**src/common/tuid_pkg.sv**
```systemverilog
// package: register map, field layouts and fixed values of the trace unit id/config bank
// assumes: a 32-bit apb slave with byte addresses and one aligned word per register
package tuid_pkg;

  // register byte offsets
  localparam logic [11:0] OFS_CAPABILITY  = 12'h004;
  localparam logic [11:0] OFS_OUT_CONTROL = 12'h00C;
  localparam logic [11:0] OFS_IDENTITY    = 12'h1E4;
  localparam logic [11:0] OFS_CAP_EXT     = 12'h1E8;
  localparam logic [11:0] OFS_IN_SELECT   = 12'h1EC;
  localparam logic [11:0] OFS_POWER_STAT  = 12'h314;
  localparam logic [11:0] OFS_PID4        = 12'hFD0;
  localparam logic [11:0] OFS_PID5        = 12'hFD4;
  localparam logic [11:0] OFS_PID6        = 12'hFD8;
  localparam logic [11:0] OFS_PID7        = 12'hFDC;
  localparam logic [11:0] OFS_PID0        = 12'hFE0;
  localparam logic [11:0] OFS_PID1        = 12'hFE4;
  localparam logic [11:0] OFS_PID2        = 12'hFE8;
  localparam logic [11:0] OFS_PID3        = 12'hFEC;

  // capability word fixed part and field positions
  localparam logic [31:0] CAP_FIXED       = 32'h8D014024;
  localparam int          CAP_EXTOUT_LSB  = 20;
  localparam int          CAP_EXTIN_LSB   = 17;
  localparam logic [1:0]  EXTOUT_MAX      = 2'h2;
  localparam logic [2:0]  EXTIN_MAX       = 3'h4;

  // identity word fields
  localparam logic [7:0]  ID_MAKER        = 8'h5A; // arbitrary value
  localparam logic [3:0]  ID_REVISION     = 4'h6; // arbitrary value
  localparam logic [3:0]  ID_FAMILY       = 4'hF;
  localparam logic [3:0]  ID_MAJOR        = 4'h2;
  localparam logic [3:0]  ID_MINOR        = 4'h3;
  localparam logic [3:0]  ID_FLAGS        = 4'h4; // bit18 set, 19/17/16 clear

  // extended capability and power status
  localparam logic [31:0] CAP_EXT_VALUE   = 32'h0000097A;
  localparam logic [31:0] POWER_VALUE     = 32'h00000001;
  localparam logic [31:0] IN_SELECT_MASK  = 32'h00003F3F;
  localparam logic [31:0] IN_SELECT_RESET = 32'h00000000;
  localparam logic [31:0] RDATA_RESET     = 32'h00000000;

  // peripheral id designer and part codes, arbitrary values
  localparam logic [3:0]  PID_CONTINUE    = 4'h2; // arbitrary value
  localparam logic [6:0]  PID_DESIGNER    = 7'h25; // arbitrary value
  localparam logic [11:0] PID_PART        = 12'h123; // arbitrary value
  localparam logic [3:0]  PID_SIZE        = 4'h0;
  localparam logic        PID_JEDEC       = 1'b1;

endpackage : tuid_pkg

```
**src/rtl/tuid_regs.sv**
```systemverilog
// file: id and capability register bank of the trace unit, apb slave
// assumes: apb3 master on clk; tie-offs static; no wait states inserted
`timescale 1ns/1ps
module tuid_regs (
  // clock and reset
  input  wire logic        clk,
  input  wire logic        rst,
  // apb slave
  input  wire logic        psel,
  input  wire logic        penable,
  input  wire logic        pwrite,
  input  wire logic [11:0] paddr,
  input  wire logic [31:0] pwdata,
  output logic      [31:0] prdata,
  output logic             pready,
  output logic             pslverr,
  // tie-offs
  input  wire logic [1:0]  max_ext_output_tieoff,
  input  wire logic [2:0]  max_ext_input_tieoff,
  // general outputs
  output logic      [7:0]  general_output_bus
);

  // timing: a read is decoded in the setup cycle and its word is loaded into
  // rdata_q at the edge that starts the access cycle, so prdata leaves a flop
  // and stands for the whole access cycle; pready is tied high, so a transfer
  // is one setup cycle plus one access cycle.
  // writes take effect at the edge that ends the access cycle.
  // a read right after a write to the same word sees the new value, because
  // the write lands before the edge at which the read word is loaded.
  // the error flag is loaded at the same edge as the read word, for reads and
  // writes alike, so prdata comes from a flop and pslverr from a flop gated by the access phase.

  // register map, byte offsets, one aligned word each:
  //   0x004 capability word, read only, tie-off counts merged in
  //   0x00C general output control, low byte read/write, no reset
  //   0x1E4 identity word, read only
  //   0x1E8 extended capability word, read-only constant
  //   0x1EC extended input selector, two six-bit fields
  //   0x314 power state status, read-only constant
  //   0xFD0 peripheral id byte 4
  //   0xFD4 peripheral id byte 5
  //   0xFD8 peripheral id byte 6
  //   0xFDC peripheral id byte 7
  //   0xFE0 peripheral id byte 0
  //   0xFE4 peripheral id byte 1
  //   0xFE8 peripheral id byte 2
  //   0xFEC peripheral id byte 3
  // anything else answers with pslverr; writes to read-only words are dropped

  // software-visible storage; the output control byte has no reset on purpose
  logic [7:0]  general_output_control;
  logic [31:0] extended_input_selector;

  // bus phase decode
  logic        setup_phase;
  logic        access_phase;
  logic        setup_read;
  logic        wr_en;

  // one select per read source; at most one is high for any address
  logic        sel_capability;
  logic        sel_out_control;
  logic        sel_identity;
  logic        sel_cap_ext;
  logic        sel_in_select;
  logic        sel_power;
  logic        sel_pid;
  logic        addr_mapped;

  // value each source would return if selected
  logic [31:0] capability_word;
  logic [31:0] out_control_word;
  logic [31:0] identity_word;
  logic [31:0] cap_ext_word;
  logic [31:0] in_select_word;
  logic [31:0] power_word;
  logic [31:0] pid_high_word;
  logic [31:0] pid_low_word;

  // read path: combinational select, then one register stage
  logic [31:0] next_rdata;
  logic [31:0] rdata_q;
  logic        err_q;

  // clamp of the external-output tie-off
  // counts above the supported maximum are never reported
  function automatic logic [1:0] clamp_ext_out(input logic [1:0] tie);
    logic [1:0] cnt;
    if (tie > tuid_pkg::EXTOUT_MAX) begin
      cnt = tuid_pkg::EXTOUT_MAX;
    end else begin
      cnt = tie;
    end
    return cnt;
  endfunction : clamp_ext_out

  // clamp of the external-input tie-off
  // counts above the supported maximum are never reported
  function automatic logic [2:0] clamp_ext_in(input logic [2:0] tie);
    logic [2:0] cnt;
    if (tie > tuid_pkg::EXTIN_MAX) begin
      cnt = tuid_pkg::EXTIN_MAX;
    end else begin
      cnt = tie;
    end
    return cnt;
  endfunction : clamp_ext_in

  // capability word: fixed flags with the two clamped counts merged in
  // fixed part: identity present, software access, start/stop, one context
  // comparator, no stall, sequencer, two counters, two data cmp, four pairs
  // bit 22 stays clear because the clamped output count fits in two bits
  function automatic logic [31:0] capability_value(input logic [1:0] tie_out,
                                                   input logic [2:0] tie_in);
    logic [31:0] word;
    logic [31:0] out_cnt;
    logic [31:0] in_cnt;
    out_cnt = {30'h00000000, clamp_ext_out(tie_out)};
    in_cnt  = {29'h00000000, clamp_ext_in(tie_in)};
    word    = tuid_pkg::CAP_FIXED;
    word    = word | (out_cnt << tuid_pkg::CAP_EXTOUT_LSB);
    word    = word | (in_cnt << tuid_pkg::CAP_EXTIN_LSB);
    return word;
  endfunction : capability_value

  // identity word: maker byte, flag nibble, family and versions, revision
  // the revision nibble is shared with peripheral id byte 2
  function automatic logic [31:0] identity_value();
    logic [31:0] word;
    word = {tuid_pkg::ID_MAKER,      // maker byte
            4'h0,                    // reserved nibble
            tuid_pkg::ID_FLAGS,
            tuid_pkg::ID_FAMILY,
            tuid_pkg::ID_MAJOR,
            tuid_pkg::ID_MINOR,
            tuid_pkg::ID_REVISION};
    return word;
  endfunction : identity_value

  // id byte packing: low byte used, upper bits zero
  // zero rather than undefined keeps every read deterministic
  function automatic logic [31:0] id_byte(input logic [7:0] b);
    return {24'h000000, b};
  endfunction : id_byte

  // peripheral id bytes 4 to 7, which sit below bytes 0 to 3 in the map
  // a miss returns zero so the word can be merged with the low half
  function automatic logic [31:0] pid_high_value(input logic [11:0] addr);
    logic [31:0] word;
    word = 32'h00000000;
    unique case (addr)
      tuid_pkg::OFS_PID4: begin
        word = id_byte({tuid_pkg::PID_SIZE,
                        tuid_pkg::PID_CONTINUE});
      end
      tuid_pkg::OFS_PID5: begin
        word = id_byte(8'h00);
      end
      tuid_pkg::OFS_PID6: begin
        word = id_byte(8'h00);
      end
      tuid_pkg::OFS_PID7: begin
        word = id_byte(8'h00);
      end
      default: begin
        word = 32'h00000000;
      end
    endcase
    return word;
  endfunction : pid_high_value

  // peripheral id bytes 0 to 3; byte 2 repeats the identity revision nibble
  // a miss returns zero so the word can be merged with the high half
  function automatic logic [31:0] pid_low_value(input logic [11:0] addr);
    logic [31:0] word;
    word = 32'h00000000;
    unique case (addr)
      tuid_pkg::OFS_PID0: begin
        word = id_byte(tuid_pkg::PID_PART[7:0]);
      end
      tuid_pkg::OFS_PID1: begin
        word = id_byte({tuid_pkg::PID_DESIGNER[3:0],
                        tuid_pkg::PID_PART[11:8]});
      end
      tuid_pkg::OFS_PID2: begin
        word = id_byte({tuid_pkg::ID_REVISION, tuid_pkg::PID_JEDEC,
                        tuid_pkg::PID_DESIGNER[6:4]});
      end
      tuid_pkg::OFS_PID3: begin
        word = id_byte(8'h00);
      end
      default: begin
        word = 32'h00000000;
      end
    endcase
    return word;
  endfunction : pid_low_value

  // any of the eight peripheral id offsets
  // misaligned addresses fall to the default and count as unmapped
  function automatic logic is_pid(input logic [11:0] addr);
    logic hit;
    unique case (addr)
      tuid_pkg::OFS_PID4,
      tuid_pkg::OFS_PID5,
      tuid_pkg::OFS_PID6,
      tuid_pkg::OFS_PID7,
      tuid_pkg::OFS_PID0,
      tuid_pkg::OFS_PID1,
      tuid_pkg::OFS_PID2,
      tuid_pkg::OFS_PID3: begin
        hit = 1'b1;
      end
      default: begin
        hit = 1'b0;
      end
    endcase
    return hit;
  endfunction : is_pid

  // output control as read back
  // reserved bits read zero whatever software wrote there
  function automatic logic [31:0] out_control_read(input logic [7:0] ctl);
    return {24'h000000, ctl};
  endfunction : out_control_read

  // selector write value
  // reserved bits are dropped so readback stays deterministic
  function automatic logic [31:0] in_select_write(input logic [31:0] d);
    return d & tuid_pkg::IN_SELECT_MASK;
  endfunction : in_select_write

  // bus phases; setup is psel without penable
  assign setup_phase  = psel && !penable;
  assign access_phase = psel && penable;

  // write strobe for the access cycle, read capture in the setup cycle
  assign wr_en      = access_phase && pwrite;
  assign setup_read = setup_phase && !pwrite;

  // per-source address decode
  assign sel_capability  = (paddr == tuid_pkg::OFS_CAPABILITY);
  assign sel_out_control = (paddr == tuid_pkg::OFS_OUT_CONTROL);
  assign sel_identity    = (paddr == tuid_pkg::OFS_IDENTITY);
  assign sel_cap_ext     = (paddr == tuid_pkg::OFS_CAP_EXT);
  assign sel_in_select   = (paddr == tuid_pkg::OFS_IN_SELECT);
  assign sel_power       = (paddr == tuid_pkg::OFS_POWER_STAT);
  assign sel_pid         = is_pid(paddr);

  // an address is mapped when any source claims it
  assign addr_mapped = sel_capability
                    || sel_out_control
                    || sel_identity
                    || sel_cap_ext
                    || sel_in_select
                    || sel_power
                    || sel_pid;

  // zero-wait slave: every access completes in its first access cycle
  // the master still waits on pready, so a later wait state stays compatible
  assign pready = 1'b1;

  // output control: no reset, contents arbitrary until first write
  // software must write it before relying on the general output bus
  always_ff @(posedge clk) begin
    if (wr_en && sel_out_control) begin
      general_output_control <= pwdata[7:0];
    end
  end

  // bus driven straight from the register, no extra stage
  assign general_output_bus = general_output_control;

  // input selector; only a write to its own offset changes it
  always_ff @(posedge clk or posedge rst) begin
    if (rst) begin
      extended_input_selector <= tuid_pkg::IN_SELECT_RESET;
    end else if (wr_en && sel_in_select) begin
      extended_input_selector <= in_select_write(pwdata);
    end
  end

  // capability word; tie-offs are static so it is recomputed freely
  assign capability_word  = capability_value(max_ext_output_tieoff,
                                             max_ext_input_tieoff);
  // output control word with its reserved bits cleared
  assign out_control_word = out_control_read(general_output_control);
  // identity word, a constant
  assign identity_word    = identity_value();
  // extended capability word, a constant
  assign cap_ext_word     = tuid_pkg::CAP_EXT_VALUE;
  // selector word, already masked on write
  assign in_select_word   = extended_input_selector;
  // power state: always powered up, no sticky state
  assign power_word       = tuid_pkg::POWER_VALUE;
  // peripheral id halves; each is zero outside its own offsets
  assign pid_high_word    = pid_high_value(paddr);
  assign pid_low_word     = pid_low_value(paddr);

  // read mux; selects are one-hot so the order of the ifs implies no priority
  // an unmapped address leaves the word at zero
  always_comb begin
    next_rdata = 32'h00000000;
    if (sel_capability) begin
      next_rdata = capability_word;
    end

    if (sel_out_control) begin
      next_rdata = out_control_word;
    end

    if (sel_identity) begin
      next_rdata = identity_word;
    end

    if (sel_cap_ext) begin
      next_rdata = cap_ext_word;
    end

    if (sel_in_select) begin
      next_rdata = in_select_word;
    end

    if (sel_power) begin
      next_rdata = power_word;
    end

    if (sel_pid) begin
      next_rdata = pid_high_word | pid_low_word;
    end
  end

  // read register: loaded in the setup cycle, held through the access cycle,
  // cleared when the bus is idle or a write is under way
  // loading one cycle early keeps prdata a flop output without a wait state
  always_ff @(posedge clk or posedge rst) begin
    if (rst) begin
      rdata_q <= tuid_pkg::RDATA_RESET;
    end else if (setup_read && addr_mapped) begin
      rdata_q <= next_rdata;
    end else if (!access_phase) begin
      rdata_q <= tuid_pkg::RDATA_RESET;
    end
  end

  // error register: loaded in the setup cycle for reads and writes alike,
  // so an unmapped access is flagged for its whole access cycle
  // it is gated by the access phase on the way out
  always_ff @(posedge clk or posedge rst) begin
    if (rst) begin
      err_q <= 1'b0;
    end else if (setup_phase) begin
      err_q <= !addr_mapped;
    end else if (!access_phase) begin
      err_q <= 1'b0;
    end
  end

  // answers of the access cycle
  assign prdata  = rdata_q;
  assign pslverr = err_q && access_phase;

endmodule : tuid_regs

```
**config.mk**
```make
export PLATFORM = sky130hd
export DESIGN_NAME = tuid_regs
export DESIGN_NICKNAME = d
export VERILOG_FILES = /design/src/common/tuid_pkg.sv /design/src/rtl/tuid_regs.sv
export SDC_FILE = /design/constraint.sdc
export NUM_CORES = 1
export LEC_CHECK = 0
export ABC_AREA = 1
export ABC_CLOCK_PERIOD_IN_PS = 1090
export BUFFER_PORTS_ARGS = -buffer_cell sky130_fd_sc_hd__buf_2
export CAP_MARGIN = 20
export CORE_UTILIZATION = 29
export DETAILED_ROUTE_END_ITERATION = 8
export PLACE_DENSITY_LB_ADDON = 0.25
export SYNTH_ARGS = -nofsm -noshare
export SYNTH_HDL_FRONTEND = slang
export SYNTH_SLANG_ARGS = --single-unit
```
**constraint.sdc**
```tcl
create_clock -name clk -period 1.09 [get_ports clk]
set_input_delay 0.109 -clock clk [delete_from_list [all_inputs] [get_ports clk]]
set_output_delay 0.109 -clock clk [all_outputs]
set_load 0.05 [all_outputs]
```
* Word-level counts from Yosys, hierarchy flattened *
Index checks and enable logic that the tools add are counted.

storage, ports and cells
  register bits = 53
  latch bits = 0
  bits in writable memories = 0
  ROM bits = 0
  bits of input ports = 54
  word-level logic and storage cells = 58
  memories kept = 0

operators by class
  add/subtract/negate cells = 0
  $mul = 0
  divide/modulo/power cells = 0
  magnitude comparators = 2
  equality and inequality tests = 16
  shift operators = 0
  muxes and demuxes = 16
  bitwise logic cells = 2
  reduce and logical (&&, ||, !) cells = 18

operators by type and width
  kind                                                                     number
  32-bit two-way mux                                                       9
  12-bit == test, second input constant                                    8
  12-bit by 9-bit == test with 1-bit output, second input constant         3
  32-bit by 20-bit OR with 32-bit output                                   1
  32-bit OR                                                                1
  7-bit one-hot mux with 3 select lines                                    1
  12-bit by 10-bit == test with 1-bit output, second input constant        1
  12-bit by 3-bit == test with 1-bit output, second input constant         1
  12-bit by 4-bit == test with 1-bit output, second input constant         1
  1-bit logical AND                                                        8
  8-bit OR reduction                                                       1
  1-bit logical OR                                                         6
  2-bit two-way mux                                                        2
  3-bit greater-than comparator, second input constant                     1
  1-bit zero test                                                          3
  1-bit two-way mux                                                        3
  3-bit two-way mux                                                        1
  2-bit greater-than comparator, second input constant                     1
  2-bit by 1-bit inequality test with 1-bit output, second input constant  1
  2-bit inequality test, second input constant                             1

* Depth between registers and ports, before layout *
  word-level depth = 11
  depth in mapped cells = 12

* Least setup slack after synthesis *
Ideal clock, no wire load.

  kind = input to register
  start point = input psel
  end point = register general_output_control[0], in the netlist general_output_bus[0], enable pin
  setup time = 0.370 ns
  arrival = 1.082 ns
  required time = 0.720 ns
  path slack = -0.362 ns
  stages = 5
  buffers on the path = 1
  path through = nand2_1 inv_1 clkbuf_1 nand2_1 nor2_1

between the ends
  word-level cells in the longest chain between the ends = 3

RTL lines
  element               line              source
  from (decl)           tuid_regs.sv:9    input wire logic psel,
  1-bit logical AND     tuid_regs.sv:236  assign access_phase = psel && penable;
  1-bit logical AND     tuid_regs.sv:239  assign wr_en = access_phase && pwrite;
  1-bit logical AND     tuid_regs.sv:267  if (wr_en && sel_out_control) begin
  to (signal assigned)  tuid_regs.sv:268  general_output_control <= pwdata[7:0];
  to (decl)             tuid_regs.sv:52   logic [7:0] general_output_control;

No other way between the ends.
A chain may end at the register's enable or synchronous reset.

* Worst setup path after layout *
  start point = input paddr[1]
  end point = register extended_input_selector[4]

between the ends
  word-level cells in the longest chain between the ends = 2

RTL lines
  element                                    line              source
  from (decl)                                tuid_regs.sv:12   input wire logic [11:0] paddr,
  12-bit by 9-bit == test with 1-bit output  tuid_regs.sv:247  assign sel_in_select = (paddr == tuid_pkg::OFS_IN_SELECT);
  1-bit logical AND                          tuid_regs.sv:279  end else if (wr_en && sel_in_select) begin
  to (signal assigned)                       tuid_regs.sv:278  extended_input_selector <= tuid_pkg::IN_SELECT_RESET;
  to (signal assigned)                       tuid_regs.sv:280  extended_input_selector <= in_select_write(pwdata);
  to (decl)                                  tuid_regs.sv:53   logic [31:0] extended_input_selector;

No other way between the ends.

==> key figures <==
Yosys
  • Synth area leaders: dfrtp_1 36%, nand2_1 12%, edfxtp_1 9.8%
  • Post-Synth XOR/XNOR Area: 0%
  • Flops & latches, synth: between 40 and 50
  • Post-synth EDFFs: 8
  • Mapped cell area: 2460 um^2
  • Largest family of logic cells by synthesized area: simple AND/OR/NAND/NOR gates
  • Simple-gate area share of the yosys netlist: a little under a third
  • Library cells used by synthesis: 30
  • Synth top area share: 35.6%
  • Synth Area in Adders: 0%
  • Area leader, netlist: dfrtp_1
  • Syn Area/Cell: 8.47 um^2
  • Sequential area share after synthesis: around 45%
  • Top_reg_cell synth: dfrtp_1
  • Cells after Synth: 291
  • Ys async rst share: between 80% and 90%
  • Compound-gate portion of the synthesized area: 7.82%
  • Post-synthesis mux area share: between 6 and 7%
  • Synth warn: 0

Placed design
  • HPWL after DPL: 4.88 mm
  • Area after DPL: roughly 3200 um^2
  • Final Wtd Congestion: 0.847
  • Number of port buffers: 73

Detailed routing
  • Wire per inst: 12.5 um
  • Vias: 2304
  • ANT nets after route: 0
  • 1st-pass router iterations: 4
  • Initial drt markers: 63
  • Via density: 4.39
  • Residual DRC: 0
  • Routed wire length: 6.59 mm

Clock network
  • H-tree depth: 2
  • CTS root buf: clkbuf_8
  • CTS tree: done
  • Clock buffer depth: 2
  • TritonCTS Buffers: 5
  • Sink Count: 43
  • Worst-path clk slew: 0.08 ns
  • Clock Latency Late Sink: 0.30 ns

Flow run
  • # Max-Cap Violations: 0

Hold path
  • Hold Path Stages: 1
  • Worst Hold Class: input port to flip-flop

Layout
  • Layout cells sized above 1: 53.3%
  • Diodes inserted: 0
  • Final Cell Area: about 3800 um^2
  • Final nets: 473
  • Synth-to-Final Area Change: 52.7%

GRT
  • First-pass GRT wire length: 10.6 mm
  • Number of global-route vias before repair: 2154
  • GR Util All Layers: 15.4%
  • Largest net degree at the start of global routing: 36
  • Remaining global-route overflow: 0
  • Antenna violations before repair: 0

Worst setup path
  • WP buf/inv: 2
  • Delay-heaviest family, CP: simple AND/OR/NAND/NOR gates
  • Critical path, cell by cell: buf_8 > nor2_4 > nand2_4 > nor2_4 > nand2_4 > inv_6 > nand3_4 > mux2_4
  • Crit Path Class: input port to flip-flop
  • Max stage delay on crit path: 0.34 ns
  • Worst Reg-to-Reg Cells: 6
  • Crit path depth: 8
  • Worst-path fanout max: 6
  • Critical Path RT: 1.27 ns
  • CP Launch Type: input port
  • Critical Path Sink Type: flip-flop
  • Crit-path slowest cell: mux2_4
  • Crit path DAT: about 1.3 ns

Power
  • Total power: 3.26 mW
  • PwrDens: 867 nW/um^2
  • Peak supply drop: 464 uV
  • Leak Pwr: 2.01 nW

STA
  • Fmax: 0.938 GHz
  • Max Slew Vio Count: 0
  • RSZ-0062 raised after global routing: yes
  • Skew final: around 0.013 ns
  • Final hold violations: 0
  • Final setup fails: 0
  • Crit share post-route: 97.8%
  • Min Tclk post-route: 1.07 ns

Die
  • Full die area: 8870 um^2
  • DIE HEIGHT: 94.2 um
  • Chip width: 94.2 um
  • Initial Util: roughly 30%
  • Row count: 33
  • Core area: 8220 um^2
  • I/O pin total: 96

Status
  • Status: complete, no violations
[per-layer routing]
layer	vias up	GRT usage (%)	share of wire, %
met1	1069	21.1	48
met4	0	3.33	1.0
met2	55	24.8	46
li1	1174	-	-
met3	6	3.24	4.2
met5	-	0	0
[cells in the mapped netlist, types with 2 or more instances]
cell and n:
a21oi_1 4, buf_4 11, buf_6 2, clkbuf_1 2
conb_1 2, dfrtp_1 35, edfxtp_1 8, inv_1 27
inv_2 3, mux2_2 3, mux2_4 8, nand2_1 81
nand2_2 3, nand2_4 5, nand3_1 25, nand3b_1 3
nand4_1 2, nor2_1 28, nor2_2 6, nor2_4 4
o21ai_0 12, o21ai_2 8, o21bai_2 2
[flip-flops by register name, summed over array words and instances, names as in the netlist]
register	cells
err_q	1
extended_input_selector	12
prdata	22
general_output_bus	8
[area by class of cell]
cell class	instances	area (um^2)
Clock inverter	2	13.8
Sequential cell	43	1120
Multi-Input combinational cell	205	1330
Timing Repair Buffer	133	952
Fill cell	785	4450
Tap cell	105	131
Inverter	31	121
Clock buffer	6	93.8
[power breakdown]
part / total (mW) / leakage [nW] / switching (mW) / internal (mW)
Combinational: 0.423 / 1.40 / 0.250 / 0.173
Sequential: 1.64 / 0.555 / 0.00150 / 1.64
Clock: 1.20 / 0.0563 / 0.607 / 0.592
[stage by stage]
step / std cells / utilization (%) / hold slack, ns / TNS [ns] / setup WS (ns)
floorplan: 293 / - / 0.208 / -2.03 / -0.138
global placement: 496 / 39.1 / 0.166 / -14.03 / -0.384
detailed placement: 496 / 39.1 / 0.169 / -14.39 / -0.401
CTS: 512 / 41.9 / 0.00216 / -0.0876 / -0.0131
global route: 525 / 45.8 / 0.00428 / -0.324 / -0.0373
finish: 525 / 45.8 / 0.0193 / 0 / 0.0244
[cell families after synthesis]
| family | after synthesis |
|---|---|
| AOI/OAI and AO/OA | 29 |
| other | 2 |
| DFF | 43 |
| and+or+nand+nor | 160 |
| buffers and inverters | 46 |
| muxes | 11 |
[worst paths after layout]
check                                      start                    endpoint  slack (ns)
setup / recovery                        paddr[1]  extended_input_selector[4]        0.02
hold / removal                         pwdata[4]       general_output_bus[4]        0.02
setup reg to reg           general_output_bus[5]                   prdata[5]        0.11
hold reg to reg                        prdata[2]                   prdata[2]        0.48
max in group asynchronous                    rst  extended_input_selector[3]        0.52
min in group asynchronous                    rst                   prdata[3]        0.39
[placed cells by master (no fill, tap or decap)]
master / Yosys / final
inv_1: 27 / 18
nand3_4: 1 / 3
nand2_2: 3 / 12
clkinv_4: 0 / 1
nor3_1: 1 / 1
o21a_4: 0 / 1
nand2_1: 81 / 66
nand3_1: 25 / 24
o21bai_2: 2 / 2
clkbuf_4: 0 / 4
o21ai_0: 12 / 5
dfrtp_1: 35 / 35
dlygate4sd3_1: 0 / 7
buf_8: 0 / 1
nand2_4: 5 / 10
nor2_2: 6 / 10
conb_1: 2 / 4
inv_2: 3 / 12
buf_2: 0 / 51
nand4_1: 2 / 2
mux2_4: 8 / 8
edfxtp_1: 8 / 8
buf_4: 11 / 62
nor2_4: 4 / 14
nor2_1: 28 / 14
mux2_2: 3 / 3
nand3b_1: 3 / 3
o21ai_1: 1 / 4
buf_12: 0 / 3
o21ai_2: 8 / 12
clkinv_2: 0 / 1
o22ai_1: 1 / 1
nand2_8: 0 / 1
a21oi_1: 4 / 4
buf_6: 2 / 5
inv_6: 1 / 1
nand3_2: 1 / 1
clkbuf_16: 0 / 1
clkbuf_8: 0 / 5
[what timing repair did]
item	in CTS	in global routing
buffers inserted	3	10
endpoints found under the hold margin	38	3
hold buffers	4	3
gates cloned	1	0
resized for setup	9	89
endpoints found under the setup margin	38	44
pin swaps	4	19
[worst reg2reg max path: stages, from the launching register on]
cell      delay [ns]
edfxtp_1        0.42
nand3_1         0.12
nand3_1         0.07
nor2_1          0.10
nand3_1         0.08
nand2_1         0.06
nand2_1         0.04
Power figures use the tool's default switching activity.
